<file path="src/pafs_pkg.sv">
// constants, types and decoders shared by the pin function multiplexer
package pafs_pkg;

    // register byte offsets
    localparam logic [11:0] PAFS_OFF_P2 = 12'h008;
    localparam logic [11:0] PAFS_OFF_P3 = 12'h00c;

    // reset values and writable bits
    localparam logic [31:0] PAFS_P2_RESET = 32'h0000_0000;
    localparam logic [31:0] PAFS_P3_RESET = 32'h0000_0000;
    localparam logic [31:0] PAFS_P2_MASK = 32'h00ff_ffff;
    localparam logic [31:0] PAFS_P3_MASK = 32'h00ff_ff03;

    // field positions
    localparam int PAFS_EXT_LSB = 16;
    localparam int PAFS_ALT_LSB = 8;
    localparam int PAFS_PRI_LSB = 0;

    // routed pins: second port 0..4, third port 0..1
    localparam int PAFS_NUM_PINS = 7;
    localparam int PAFS_P2_PINS = 5;
    localparam int PAFS_PIN_P2_0 = 0;
    localparam int PAFS_PIN_P2_4 = 4;
    localparam int PAFS_PIN_P3_0 = 5;
    localparam int PAFS_PIN_P3_1 = 6;

    // selector codes as {extension, alternate, primary}
    localparam logic [2:0] PAFS_SEL_GPIO = 3'h0;
    localparam logic [2:0] PAFS_SEL_001 = 3'h1;
    localparam logic [2:0] PAFS_SEL_010 = 3'h2;
    localparam logic [2:0] PAFS_SEL_011 = 3'h3;
    localparam logic [2:0] PAFS_SEL_100 = 3'h4;
    localparam logic [2:0] PAFS_SEL_110 = 3'h6;

    // peripheral signals offered to the pins
    typedef struct packed {
        logic second_serial_transmit;
        logic pulse_channel_zero;
        logic pulse_channel_one;
        logic pulse_channel_two;
        logic pulse_channel_six;
        logic pulse_channel_seven;
        logic second_spi_chip_select;
        logic second_spi_clock;
        logic second_spi_master_out;
        logic first_spi_master_out;
        logic two_wire_clock_line;
        logic pll_clock_over_eight;
        logic test_conv_clock;
        logic test_conv_valid;
        logic test_conv_data_low;
        logic test_conv_data_high;
        logic link_layer_debug_bit7;
        logic quick_start_crystal_clock_a;
        logic quick_start_crystal_clock_b;
        logic second_timer_count_output;
    } pafs_periph_s;

    // pin drive, one bit per routed pin
    typedef struct packed {
        logic [PAFS_NUM_PINS-1:0] out;
        logic [PAFS_NUM_PINS-1:0] oe;
    } pafs_pin_s;

    // selector of port pin n out of its register
    function automatic logic [2:0] pafs_code(input logic [31:0] r, input int n);
        return {r[PAFS_EXT_LSB+n], r[PAFS_ALT_LSB+n], r[PAFS_PRI_LSB+n]};
    endfunction

endpackage

</file>
<file path="src/pafs_mux.sv">
// pin function multiplexer with APB selector registers
`timescale 1ns/10ps

module pafs_mux
    import pafs_pkg::*;
#(
    parameter int ADDR_WIDTH = 12
) (
    // clock and reset
    input wire logic pclk,
    input wire logic presetn,
    // apb slave
    input wire logic psel,
    input wire logic penable,
    input wire logic pwrite,
    input wire logic [ADDR_WIDTH-1:0] paddr,
    input wire logic [31:0] pwdata,
    output logic [31:0] prdata,
    output logic pready,
    output logic pslverr,
    // peripheral side
    input wire pafs_periph_s periph,
    output logic second_serial_receive,
    output logic second_spi_master_in,
    // general purpose i/o side
    input wire pafs_pin_s gpio,
    // pads
    input wire logic [PAFS_NUM_PINS-1:0] pin_in,
    output pafs_pin_s pin
);

    // address must hold the highest offset and fit one bus word
    if (ADDR_WIDTH < 4 || ADDR_WIDTH > 32) begin : g_bad_width
        $error("pafs_mux: ADDR_WIDTH out of range");
    end

    // drive of one pin under its selector: {oe, out}
    function automatic logic [1:0] route(input int n, input logic [2:0] c, input pafs_periph_s p,
                                         input logic go, input logic ge);
        logic [1:0] r;
        r = {ge, go};
        case (n)
            0: begin
                case (c)
                    PAFS_SEL_001: r = 2'h0;
                    PAFS_SEL_010: r = {1'b1, p.pulse_channel_six};
                    PAFS_SEL_011: r = {1'b1, p.test_conv_clock};
                    PAFS_SEL_110: r = {1'b1, p.quick_start_crystal_clock_b};
                    default: r = {ge, go};
                endcase
            end
            1: begin
                case (c)
                    PAFS_SEL_001: r = {1'b1, p.second_spi_master_out};
                    PAFS_SEL_010: r = {1'b1, p.pulse_channel_seven};
                    PAFS_SEL_011: r = {1'b1, p.test_conv_valid};
                    PAFS_SEL_100: r = {1'b1, p.link_layer_debug_bit7};
                    PAFS_SEL_110: r = {1'b1, p.quick_start_crystal_clock_a};
                    default: r = {ge, go};
                endcase
            end
            2: begin
                case (c)
                    PAFS_SEL_001: r = {1'b1, p.second_spi_clock};
                    PAFS_SEL_010: r = {1'b1, p.pulse_channel_zero};
                    PAFS_SEL_100: r = {1'b1, p.test_conv_data_low};
                    PAFS_SEL_110: r = {1'b1, p.first_spi_master_out};
                    default: r = {ge, go};
                endcase
            end
            3: begin
                case (c)
                    PAFS_SEL_001: r = {1'b1, p.second_spi_chip_select};
                    PAFS_SEL_010: r = {1'b1, p.pulse_channel_one};
                    PAFS_SEL_011: r = {1'b1, p.pll_clock_over_eight};
                    PAFS_SEL_100: r = {1'b1, p.test_conv_data_high};
                    // open drain: pull low only
                    PAFS_SEL_110: r = {~p.two_wire_clock_line, 1'b0};
                    default: r = {ge, go};
                endcase
            end
            4: begin
                case (c)
                    PAFS_SEL_001: r = 2'h0;
                    PAFS_SEL_010: r = 2'h0;
                    PAFS_SEL_011: r = {1'b1, p.pulse_channel_two};
                    PAFS_SEL_100: r = {1'b1, p.second_timer_count_output};
                    default: r = {ge, go};
                endcase
            end
            5: begin
                case (c)
                    PAFS_SEL_001: r = 2'h0;
                    PAFS_SEL_010: r = {1'b1, p.pulse_channel_six};
                    PAFS_SEL_011: r = 2'h0;
                    default: r = {ge, go};
                endcase
            end
            6: begin
                case (c)
                    PAFS_SEL_001: r = {1'b1, p.second_serial_transmit};
                    PAFS_SEL_010: r = {1'b1, p.pulse_channel_seven};
                    PAFS_SEL_011: r = {1'b1, p.second_spi_master_out};
                    default: r = {ge, go};
                endcase
            end
            default: r = {ge, go};
        endcase
        return r;
    endfunction

    // register state
    logic [31:0] port2_function_select;
    logic [31:0] port3_function_select;
    logic [31:0] next_port2;
    logic [31:0] next_port3;
    logic [31:0] next_prdata;
    logic next_pready;
    logic next_pslverr;
    logic acc;
    logic hit2;
    logic hit3;

    assign acc = psel && penable && pready;
    assign hit2 = 32'(paddr) == 32'(PAFS_OFF_P2);
    assign hit3 = 32'(paddr) == 32'(PAFS_OFF_P3);

    // bus: one wait state, then answer
    always_comb begin
        next_port2 = port2_function_select;
        next_port3 = port3_function_select;
        next_pready = psel && penable && !pready;
        next_prdata = prdata;
        next_pslverr = 1'b0;
        if (psel && penable && !pready) begin
            next_pslverr = !(hit2 || hit3);
            next_prdata = 32'h0000_0000;
            if (!pwrite && hit2) begin
                next_prdata = port2_function_select;
            end
            if (!pwrite && hit3) begin
                next_prdata = port3_function_select;
            end
        end
        if (acc && pwrite && hit2) begin
            next_port2 = pwdata & PAFS_P2_MASK;
        end
        if (acc && pwrite && hit3) begin
            next_port3 = pwdata & PAFS_P3_MASK;
        end
    end

    always_ff @(posedge pclk or negedge presetn) begin
        if (!presetn) begin
            port2_function_select <= PAFS_P2_RESET;
            port3_function_select <= PAFS_P3_RESET;
            prdata <= 32'h0000_0000;
            pready <= 1'b0;
            pslverr <= 1'b0;
        end else begin
            port2_function_select <= next_port2;
            port3_function_select <= next_port3;
            prdata <= next_prdata;
            pready <= next_pready;
            pslverr <= next_pslverr;
        end
    end

    // selectors and routing per pin
    logic [2:0] code [PAFS_NUM_PINS];
    pafs_pin_s next_pin;
    logic next_rx;
    logic next_miso;

    genvar g;
    generate
        for (g = 0; g < PAFS_NUM_PINS; g++) begin : g_pin
            if (g < PAFS_P2_PINS) begin : g_p2
                assign code[g] = pafs_code(port2_function_select, g);
            end else begin : g_p3
                assign code[g] = pafs_code(port3_function_select, g - PAFS_PIN_P3_0);
            end
            assign {next_pin.oe[g], next_pin.out[g]} = route(g, code[g], periph, gpio.out[g], gpio.oe[g]);
        end
    endgenerate

    // inputs back to peripherals, third port first
    always_comb begin
        next_rx = 1'b1;
        if (code[PAFS_PIN_P2_4] == PAFS_SEL_010) begin
            next_rx = pin_in[PAFS_PIN_P2_4];
        end
        if (code[PAFS_PIN_P3_0] == PAFS_SEL_001) begin
            next_rx = pin_in[PAFS_PIN_P3_0];
        end
        next_miso = 1'b0;
        if (code[PAFS_PIN_P2_0] == PAFS_SEL_001) begin
            next_miso = pin_in[PAFS_PIN_P2_0];
        end
        if (code[PAFS_PIN_P2_4] == PAFS_SEL_001) begin
            next_miso = pin_in[PAFS_PIN_P2_4];
        end
        if (code[PAFS_PIN_P3_0] == PAFS_SEL_011) begin
            next_miso = pin_in[PAFS_PIN_P3_0];
        end
    end

    // one register stage keeps pads free of decode glitches
    always_ff @(posedge pclk or negedge presetn) begin
        if (!presetn) begin
            pin <= '0;
            second_serial_receive <= 1'b1;
            second_spi_master_in <= 1'b0;
        end else begin
            pin <= next_pin;
            second_serial_receive <= next_rx;
            second_spi_master_in <= next_miso;
        end
    end
endmodule

</file>
<file path="config.mk">
export PLATFORM = sky130hd
export DESIGN_NAME = pafs_mux
export DESIGN_NICKNAME = d
export VERILOG_FILES = /design/src/pafs_pkg.sv /design/src/pafs_mux.sv
export SDC_FILE = /design/constraint.sdc
export NUM_CORES = 1
export LEC_CHECK = 0
export CAP_MARGIN = 0
export CORE_ASPECT_RATIO = 1.1
export CORE_MARGIN = 3
export CORE_UTILIZATION = 40
export DETAILED_ROUTE_END_ITERATION = 8
export DONT_BUFFER_PORTS = 1
export GPL_TIMING_DRIVEN = 0
export PLACE_DENSITY = 0.57
export SYNTH_ARGS = -nofsm -noshare
export SYNTH_HDL_FRONTEND = slang
export SYNTH_SLANG_ARGS = --single-unit
export TNS_END_PERCENT = 1
</file>
<file path="constraint.sdc">
create_clock -name pclk -period 4.6 [get_ports pclk]
set_clock_uncertainty 0.15 [all_clocks]
set_input_delay 0.92 -clock pclk [delete_from_list [all_inputs] [get_ports pclk]]
set_output_delay 0.92 -clock pclk [all_outputs]
set_load 0.005 [all_outputs]
</file>
==> results.toml, run 1 <==
[critical_path]
worstPathArrival_ns = 2.50
slowest_delay_ns = 0.57
timing.critical_path.cells = "nor4_4 -> nand4_1 -> clkbuf_1 -> o21ai_0"
crit_family = "simple AND/OR/NAND/NOR gates"
r2r_slack_ns = 2.46
cp-end-kind = "register"
reg2reg_from = "pready"
startpoint = "paddr[5]"
crit_type = "in -> reg"
r2r-end = "prdata[0]"
crit_buf_inv = 1
crit_slowest_cell = "nand4_1"
critical_path_required_ns = 4.72
ff2ff_path_depth = 4
worstPathMaxFanout = 10
start_kind = "input port"

[clock_tree]
cts_resized = 0
cts_made_buffers = 9
cts_setup_buffers = 0
clock_latency_ns = 0.36
tritoncts = "done"
h-tree-depth = 3
clk_pin_slew_ns = 0.08
holdBufCountCts = 0
clk_root_buffer_cell = "clkbuf_8"
clock_path_buffers = 2
cts.sinks = 84

[route]
viasPerCell = 5.36
wl_per_cell_um = 19.1
dr.pass1.iters = 4
via_count = 2322
drtAntennaViolNets = 0
wirelength_um = 8270
drt-initial-drc-count = 81
route.detailed.drc = 0

[timing]
finalMaxSlewViolations = 0
worst_pin_slew_ns = 0.618
finalSetupTns_ns = 0
hold_viol = 0
rsz0062_at_grt = "no"
final-setup-viol-count = 0
post-route-period-util_pct = 51.7
min_period_ns = 2.38
fmax_ghz = 0.420
slew_headroom_pct = 58.7

[logic_synthesis]
syn_inst = 296
synth_area_leaders = "dfrtp_1 (56%), mux2_2 (14%), mux2i_1 (5.9%), o21ai_0 (2.9%), nand2_1 (2.6%)"
ys_seq_area_share_pct = 56.2
ys_warn_count = 0
synth_cell_type_count = 42
synth_area_leader_cell = "dfrtp_1"
async_flop_share_pct = 100
synth-edff-count = 0
synth-seq-cells = 84
synth_area_per_cell_um2 = 12.6
netlist.area_leader.share_pct = 55.5
netlist_area_mm2 = 0.00374
synth_ff_type = "dfrtp_1"

[die]
start_util_pct = 41.7
row_count = 36
pin_count = 140
fp.dieW_um = 98.2
die_h_um = 107
dieArea_mm2 = 0.0106
core_region_area_mm2 = 0.00896

[final_layout]
multiInputGateArea_mm2 = 0.00149
fillers = 816
drive_above_1_share_pct = 27.3
final-seq-area_mm2 = 0.00210
nNetsFinal = 404
mostFrequentLayoutCell = "dfrtp_1"
syn2layout_area_growth_pct = 10.9
layout_common_cells = "dfrtp_1 (83), mux2_2 (47), nand2_1 (26)"
diodes = 0
final_area_mm2 = 0.00415

[global_routing]
grt_max_degree = 85
grt_first_pass_wirelength_um = 12800
grt-ovfl-total = 0
grt_pass1_vias = 2323
antenna_found_initial = 0
grt_use_total_pct = 16.0

[placed_design]
hpwl_um = 5700
placed_area_mm2 = 0.00391
port_buffers = 0
place_congestion = 0.777

[flow_run]
max-cap-violations = 0

[min_path]
hp-class = "in -> async"

[power]
power_mw = 1.42
p_leak_nw = 1.95
ir_drop_v = 0.000148
powerDensity_mw_per_mm2 = 342

[outcome]
outcome = "finished, final reports clean"
-- per-stage QoR --
| step | worst slack (ns) | hold WS, ns | instances | utilization (%) |
|---|---|---|---|---|
| floorplan | 2.14 | 0.312 | 303 | - |
| global placement | 1.82 | 0.326 | 417 | 43.6 |
| detailed placement | 1.79 | 0.333 | 417 | 43.6 |
| CTS | 2.20 | 0.0778 | 433 | 46.3 |
| global route | 2.03 | 0.0657 | 433 | 46.3 |
| finish | 2.22 | 0.103 | 433 | 46.3 |
-- worst register-to-register path: stages, from the launching register on --
cell and delay, ns:
dfrtp_1 0.42, nor4bb_1 0.30, nand4_1 0.54, clkbuf_1 0.41
o21ai_0 0.23
-- report_power, final --
group          switching (mW)  internal (mW)
combinational          0.0182         0.0180
sequential            0.00390          0.745
clock                   0.270          0.362
total                   0.292           1.12
-- worst max-delay path by stage --
stage / endpoint / slack [ns] / cells past startpoint
2_1_floorplan: port2_function_select[10] / 2.14 / 6
3_3_place_gp: prdata[8] / 1.82 / 4
3_5_place_dp: prdata[11] / 1.79 / 4
4_1_cts: prdata[13] / 2.20 / 4
5_1_grt: prdata[11] / 2.03 / 4
6_report: prdata[0] / 2.22 / 4
-- kinds of logic after synthesis --
kind of cell | after synthesis | synth area share [%]
other cells | 1 | 0.100
xor+xnor | 1 | 0.234
flops | 84 | 56.2
mux | 70 | 20.6
simple gates | 67 | 10.4
buf+inv | 24 | 4.55
compound gates | 49 | 7.89
-- Yosys cell counts, drive strengths merged (2+ instances only) --
cell,instances
nand3,2
and3,3
inv,4
nor2b,6
nor2,12
a211oi,3
or2,2
a31oi,3
a21oi,9
mux2,47
nand3b,3
dfrtp,83
mux2i,22
nor4,3
o21ai,22
clkbuf,6
buf,14
nand2,26
a22o,7
nor3b,3
o22ai,2
-- area by class of cell --
type	count	share of cell area, %
buffer	20	3.74
clock buffer	10	3.08
sequential	84	50.7
multi-input combinational	195	36.0
inverter	4	0.362
clock inverter	6	2.68
tap	114	3.44
-- state kept, by name, indices dropped and copies added (netlist names) --
| register | cells |
|---|---|
| port2_function_select | 24 |
| port3_function_select | 18 |
| pready | 1 |
| second_serial_receive | 1 |
| pin | 14 |
| prdata | 24 |
| pslverr | 1 |
| second_spi_master_in | 1 |
-- routing by layer --
metal | vias up | track usage [%] | part of all wire (%)
li1 | 1081 | - | -
met3 | 8 | 6.09 | 8.7
met5 | - | 0 | 0
met4 | 0 | 7.02 | 1.4
met1 | 1155 | 19.2 | 40
met2 | 78 | 25.7 | 50
Power figures use the tool's default switching activity.
==> inputs of run 2 (changes only) <==
--- a/config.mk
+++ b/config.mk
@@ -12,7 +12,7 @@
 export DETAILED_ROUTE_END_ITERATION = 8
 export DONT_BUFFER_PORTS = 1
 export GPL_TIMING_DRIVEN = 0
-export PLACE_DENSITY = 0.57
+export PLACE_DENSITY = 0.59
 export SYNTH_ARGS = -nofsm -noshare
 export SYNTH_HDL_FRONTEND = slang
 export SYNTH_SLANG_ARGS = --single-unit
==> constraint.sdc (replaced) <==
create_clock -name pclk -period 2 [get_ports pclk]
set_clock_uncertainty 0.15 [all_clocks]
set_input_delay 0.4 -clock pclk [delete_from_list [all_inputs] [get_ports pclk]]
set_output_delay 0.4 -clock pclk [all_outputs]
set_load 0.005 [all_outputs]
==> run 2 against run 1 <==
The flow now finishes with violations (negative hold slack). Design area up 1.0%. Wire length up 0.85%. Critical path depth up 2. First-iteration DRC count down 9.9%. Via count up 2.2%. Largest power group unchanged. Count of clock-buffer cells in the layout unchanged. Combinational power up 140%. Total power up 120%. Final cell count up 1.4%. Flip-flop and latch count unchanged.
==> results.toml, run 2 (synthesis results as in run 1) <==
[critical_path]
r2r_slack_ns = 0.08
crit_type = "reg -> reg"
worstPathArrival_ns = 2.01
reg2reg_from = "pready"
critical_path_required_ns = 2.09
crit_slowest_cell = "dfrtp_2"
crit_family = "simple AND/OR/NAND/NOR gates"
worstPathMaxFanout = 10
r2r-end = "port2_function_select[22]"
crit_buf_inv = 2
start_kind = "register"
timing.critical_path.cells = "and4_4 -> and3_4 -> and3b_2 -> buf_8 -> buf_12 -> mux2_2"
slowest_delay_ns = 0.41
ff2ff_path_depth = 6
cp-end-kind = "register"

[clock_tree]
holdBufCountCts = 3
clock_latency_ns = 0.36
cts.sinks = 84
clock_path_buffers = 2
clk_root_buffer_cell = "clkbuf_8"
clk_pin_slew_ns = 0.10
h-tree-depth = 3
tritoncts = "done"
cts_made_buffers = 9

[timing]
hold_viol = 84
rsz0062_at_grt = "no"
fin_ws_ns = 0.0785
post-route-period-util_pct = 96.1
min_period_ns = 1.92
finalMaxSlewViolations = 0
worst_pin_slew_ns = 0.528
hold_ws_ns = -0.426
slew_headroom_pct = 64.8
fmax_ghz = 0.520
final-setup-viol-count = 0
finalSetupTns_ns = 0

[global_routing]
antenna_found_initial = 0
grt-ovfl-total = 0
grt_use_total_pct = 16.3
grt_pass1_vias = 2503
grt_first_pass_wirelength_um = 13100
grt_max_degree = 85

[placed_design]
port_buffers = 0
pre_cts_ws_ns = -0.392
dpl.cell_count = 417
placed_area_mm2 = 0.00391
hpwl_um = 5840
place_congestion = 0.792

[outcome]
violations = "negative hold slack"
outcome = "finished, violations left"

[flow_run]
max-cap-violations = 0

[route]
wirelength_um = 8340
drtAntennaViolNets = 0
route.detailed.drc = 0
wl_per_cell_um = 19.0
via_count = 2373
dr.pass1.iters = 4
drt-initial-drc-count = 73
viasPerCell = 5.41

[final_layout]
layout_common_cells = "dfrtp_1 (82), mux2_2 (47), nand2_1 (26)"
syn2layout_area_growth_pct = 12.0
mostFrequentLayoutCell = "dfrtp_1"
nNetsFinal = 410
final_area_mm2 = 0.00419
finalNonFillerCells = 439
final_core_util_pct = 46.7
drive_above_1_share_pct = 28.9
diodes = 0
top_regs = "port2_function_select x24, prdata x24, port3_function_select x18"

[die]
pin_count = 140
fp.dieW_um = 98.2
start_util_pct = 41.7
row_count = 36
die_h_um = 107
dieArea_mm2 = 0.0106
core_region_area_mm2 = 0.00896

[power]
powerDensity_mw_per_mm2 = 737
switchingPower_mw = 0.706
power_mw = 3.09
p_leak_nw = 1.96
ir_drop_v = 0.000375
internal_power_mw = 2.38
swShare_pct = 22.9
clkPwrFrac_pct = 41.3
pwr-share-comb_pct = 2.8
pwr-share-seq_pct = 55.8

[min_path]
hp-class = "in -> async"
==> run 2: worst max path at each step <==
stage	start	end	slack (ns)	depth (start not counted)
floorplan	paddr[9]	port2_function_select[10]	0.06	6
global placement	pready	prdata[8]	-0.40	4
detailed placement	pready	prdata[8]	-0.39	4
CTS	pready	port2_function_select[22]	0.008	6
global route	pready	prdata[13]	0.004	5
finish	pready	port2_function_select[22]	0.08	6
==> run 2: layer usage <==
metal	part of all wire (%)	GRT usage (%)	up-vias	routed length, um
met1	40	19.5	1188	3370
met4	1.7	6.15	0	140
met3	9.0	6.22	10	749
met2	49	26.8	82	4080
li1	-	-	1093	-
met5	0	0	-	0
==> run 2: layout make-up <==
cell class	instances	area, um2
clock inverter	6	72.6
clock buffer	10	138
inverter	4	15.0
buffer	20	159
fill	854	4770
sequential	84	2100
timing repair buffer	6	52.6
multi-input combinational	195	1510
tap	114	143
==> run 2: power groups by stage <==
stage | logic, mW | registers [mW] | clock network (mW)
after CTS | 0.0882 | 1.72 | 1.30
after detailed placement | 0.0837 | 1.76 | 0
after global placement | 0.0821 | 1.76 | 0
after floorplan | 0.0682 | 1.76 | 0
final | 0.0880 | 1.72 | 1.28
after global routing | 0.0979 | 1.73 | 1.37
==> run 2: repair_timing <==
action | 4_1_cts | 5_1_grt
hold endpoints to repair | 87 | 84
setup buffers | 3 | 0
gates resized for setup | 0 | 6
endpoints found under the setup margin | 24 | 36
pin swaps | 1 | 1
==> inputs of run 3 (changes only) <==
--- a/config.mk
+++ b/config.mk
@@ -5,6 +5,7 @@
 export SDC_FILE = /design/constraint.sdc
 export NUM_CORES = 1
 export LEC_CHECK = 0
+export ABC_AREA = 1
 export CAP_MARGIN = 0
 export CORE_ASPECT_RATIO = 1.1
 export CORE_MARGIN = 3
@@ -12,7 +13,6 @@
 export DETAILED_ROUTE_END_ITERATION = 8
 export DONT_BUFFER_PORTS = 1
 export GPL_TIMING_DRIVEN = 0
-export PLACE_DENSITY = 0.59
 export SYNTH_ARGS = -nofsm -noshare
 export SYNTH_HDL_FRONTEND = slang
 export SYNTH_SLANG_ARGS = --single-unit
==> constraint.sdc (replaced) <==
create_clock -name pclk -period 1.62 [get_ports pclk]
set_clock_uncertainty 0.15 [all_clocks]
set_input_delay 0.324 -clock pclk [delete_from_list [all_inputs] [get_ports pclk]]
set_output_delay 0.324 -clock pclk [all_outputs]
set_load 0.005 [all_outputs]
==> run 3 against run 2 <==
The run still ends with negative hold slack left. Worst hold slack lost 0.077 ns. Sequential share of layout area down 7.6 points. Register-to-register slack improved by 0.04 ns. Worst setup slack better by 0.041 ns. Clock power increased by 33%. Via count grew 48%. Sequential power up 24%. Global-route usage increased by 4.5 points. Area after synthesis rose by 7.5%.
==> results.toml, run 3 <==
[outcome]
outcome = "finished, violations left"
violations = "negative hold slack"

[die]
dieArea_mm2 = 0.0113
start_util_pct = 42.0
core_region_area_mm2 = 0.00958
pin_count = 140
row_count = 37
die_h_um = 111
fp.dieW_um = 102

[critical_path]
start_kind = "register"
timing.critical_path.cells = "nand2_1 -> nor2_4 -> nand3_2 -> buf_6 -> buf_8 -> nand2_1 -> o21ai_1"
crit_slowest_cell = "dfrtp_2"
crit_type = "reg -> reg"
critical_path_required_ns = 1.72
cpMostUsedCell = "nand2_1"
slowest_delay_ns = 0.43
crit_buf_inv = 2
worstPathArrival_ns = 1.60
cp-end-kind = "register"
crit_family = "flip-flops"
worstPathMaxFanout = 10

[final_layout]
drive_above_1_share_pct = 11.0
nNetsFinal = 640
top_regs = "port2_function_select x24, prdata x24, port3_function_select x18"
finalNonFillerCells = 671
syn2layout_area_growth_pct = 22.7
mostFrequentLayoutCell = "nand2_1"
layout_common_cells = "nand2_1 (152), dfrtp_1 (82), inv_1 (57)"
diodes = 0

[route]
via_count = 3505
viasPerCell = 5.22
wl_per_cell_um = 16.7
wirelength_um = 11200
drtAntennaViolNets = 0
dr.pass1.iters = 5
drt-initial-drc-count = 154
route.detailed.drc = 0

[logic_synthesis]
synth-edff-count = 0
async_flop_share_pct = 100
synth_most_common_cell = "nand2_1"
synth_area_leader_cell = "dfrtp_1"
netlist.area_leader.share_pct = 51.6
synth_area_per_cell_um2 = 8.35
ys_warn_count = 0
netlist_area_mm2 = 0.00402
ys_top_cells_by_count = "nand2_1 (152), dfrtp_1 (83), inv_1 (57)"
synth_area_leaders = "dfrtp_1 (52%), nand2_1 (14%), nand4_1 (7.8%), inv_1 (5.3%), o21ai_0 (3.2%)"
synth_cell_type_count = 31
synth_ff_type = "dfrtp_1"
ys_seq_area_share_pct = 52.3
synth-seq-cells = 84
syn_inst = 482

[power]
p_leak_nw = 2.47
powerDensity_mw_per_mm2 = 824
ir_drop_v = 0.000377

[min_path]
hp-class = "in -> async"

[global_routing]
grt_max_degree = 85
grt_use_total_pct = 20.8
antenna_found_initial = 0
grt_pass1_vias = 3584
grt-ovfl-total = 0
grt_first_pass_wirelength_um = 18200

[clock_tree]
clk_root_buffer_cell = "clkbuf_8"
clk_pin_slew_ns = 0.08
holdBufCountCts = 50
tritoncts = "done"
clock_path_buffers = 2
cts_setup_buffers = 0
h-tree-depth = 3
clock_latency_ns = 0.37
cts.sinks = 84
cts_made_buffers = 9

[placed_design]
hpwl_um = 7610
port_buffers = 0
dpl.cell_count = 606
place_congestion = 0.829

[timing]
rsz0062_at_grt = "no"
slew_headroom_pct = 64.2
finalMaxSlewViolations = 0
hold_viol = 84
worst_pin_slew_ns = 0.537
final-setup-viol-count = 0
finalSetupTns_ns = 0
post-route-period-util_pct = 92.6
min_period_ns = 1.50
hold_ws_ns = -0.503
fmax_ghz = 0.667

[flow_run]
max-cap-violations = 0
[run 3: cell count changes after synthesis, moves of 7 or more]
cell / delta
nand3_1: +15
nand4_1: +49
o21ai_1: +21
inv_1: +53
mux2_2: -47
nand2_1: +126
a22o_1: -7
mux2i_1: -22
o21ai_2: +9
[run 3: final cells by class]
| type | instances | area, um2 |
|---|---|---|
| repair buffers | 50 | 500 |
| plain buffers | 28 | 183 |
| inverters | 59 | 221 |
| well taps | 117 | 146 |
| flip-flops and latches | 84 | 2100 |
| fillers | 910 | 4650 |
| clock inverters | 4 | 72.6 |
| multi-input cells | 318 | 1560 |
| clock buffers | 11 | 151 |
[run 3: worst paths after layout]
| path | start | to | slack [ns] | cells after the start |
|---|---|---|---|---|
| worst max-delay path | pready | port2_function_select[20] | 0.12 | 7 |
| worst min-delay path | presetn | pin[6] | -0.50 | 0 |
| worst max register to register | pready | port2_function_select[20] | 0.12 | 7 |
| worst min register to register | port2_function_select[5] | port2_function_select[5] | 0.34 | 2 |
| max in group asynchronous | presetn | second_serial_receive | 1.62 | 0 |
| min in group pclk | periph[14] | pin[13] | 0.02 | 2 |
[run 3: logic make-up (layout without fill, tap and decap cells)]
group | Yosys count | in the layout | synth area share, %
AND/OR/NAND/NOR | 244 | 244 | 28.1
other | 1 | 8 | 0.0932
flip-flops | 84 | 84 | 52.3
buffers and inverters | 87 | 152 | 9.95
AO/OA/AOI/OAI | 66 | 66 | 9.61
[run 3: repair_timing]
item	4_1_cts	5_1_grt
gates resized for setup	1	9
pin swaps	0	0
hold endpoints to repair	140	84
setup endpoints to repair	11	45
[run 3: where the power goes]
part           switching [mW]  internal, mW
clock                   0.758         0.941
combinational           0.118         0.121
sequential             0.0130          2.12
total                   0.888          3.18
[run 3: through the flow]
stage                     power, mW  cell area, um2  util [%]  hold WS [ns]  worst slack (ns)
after floorplan                2.27            4050         -        -0.122            0.0942
after global placement         2.30            4200      43.8        -0.118            -0.143
after detailed placement       2.30            4200      43.8        -0.119            -0.151
after CTS                      4.10            4920      51.4        -0.525          0.000185
after global routing           4.21            4940      51.5        -0.534           0.00334
final                          4.07            4940      51.5        -0.503             0.120
[run 3: layer usage]
metal | global-route usage [%] | up-vias | routed length (um) | part of all wire [%]
li1 | - | 1700 | - | -
met1 | 26.2 | 1649 | 4650 | 42
met2 | 33.0 | 127 | 5500 | 49
met3 | 5.03 | 29 | 676 | 6.0
met4 | 10.0 | 0 | 362 | 3.2
met5 | 0 | - | 0 | 0
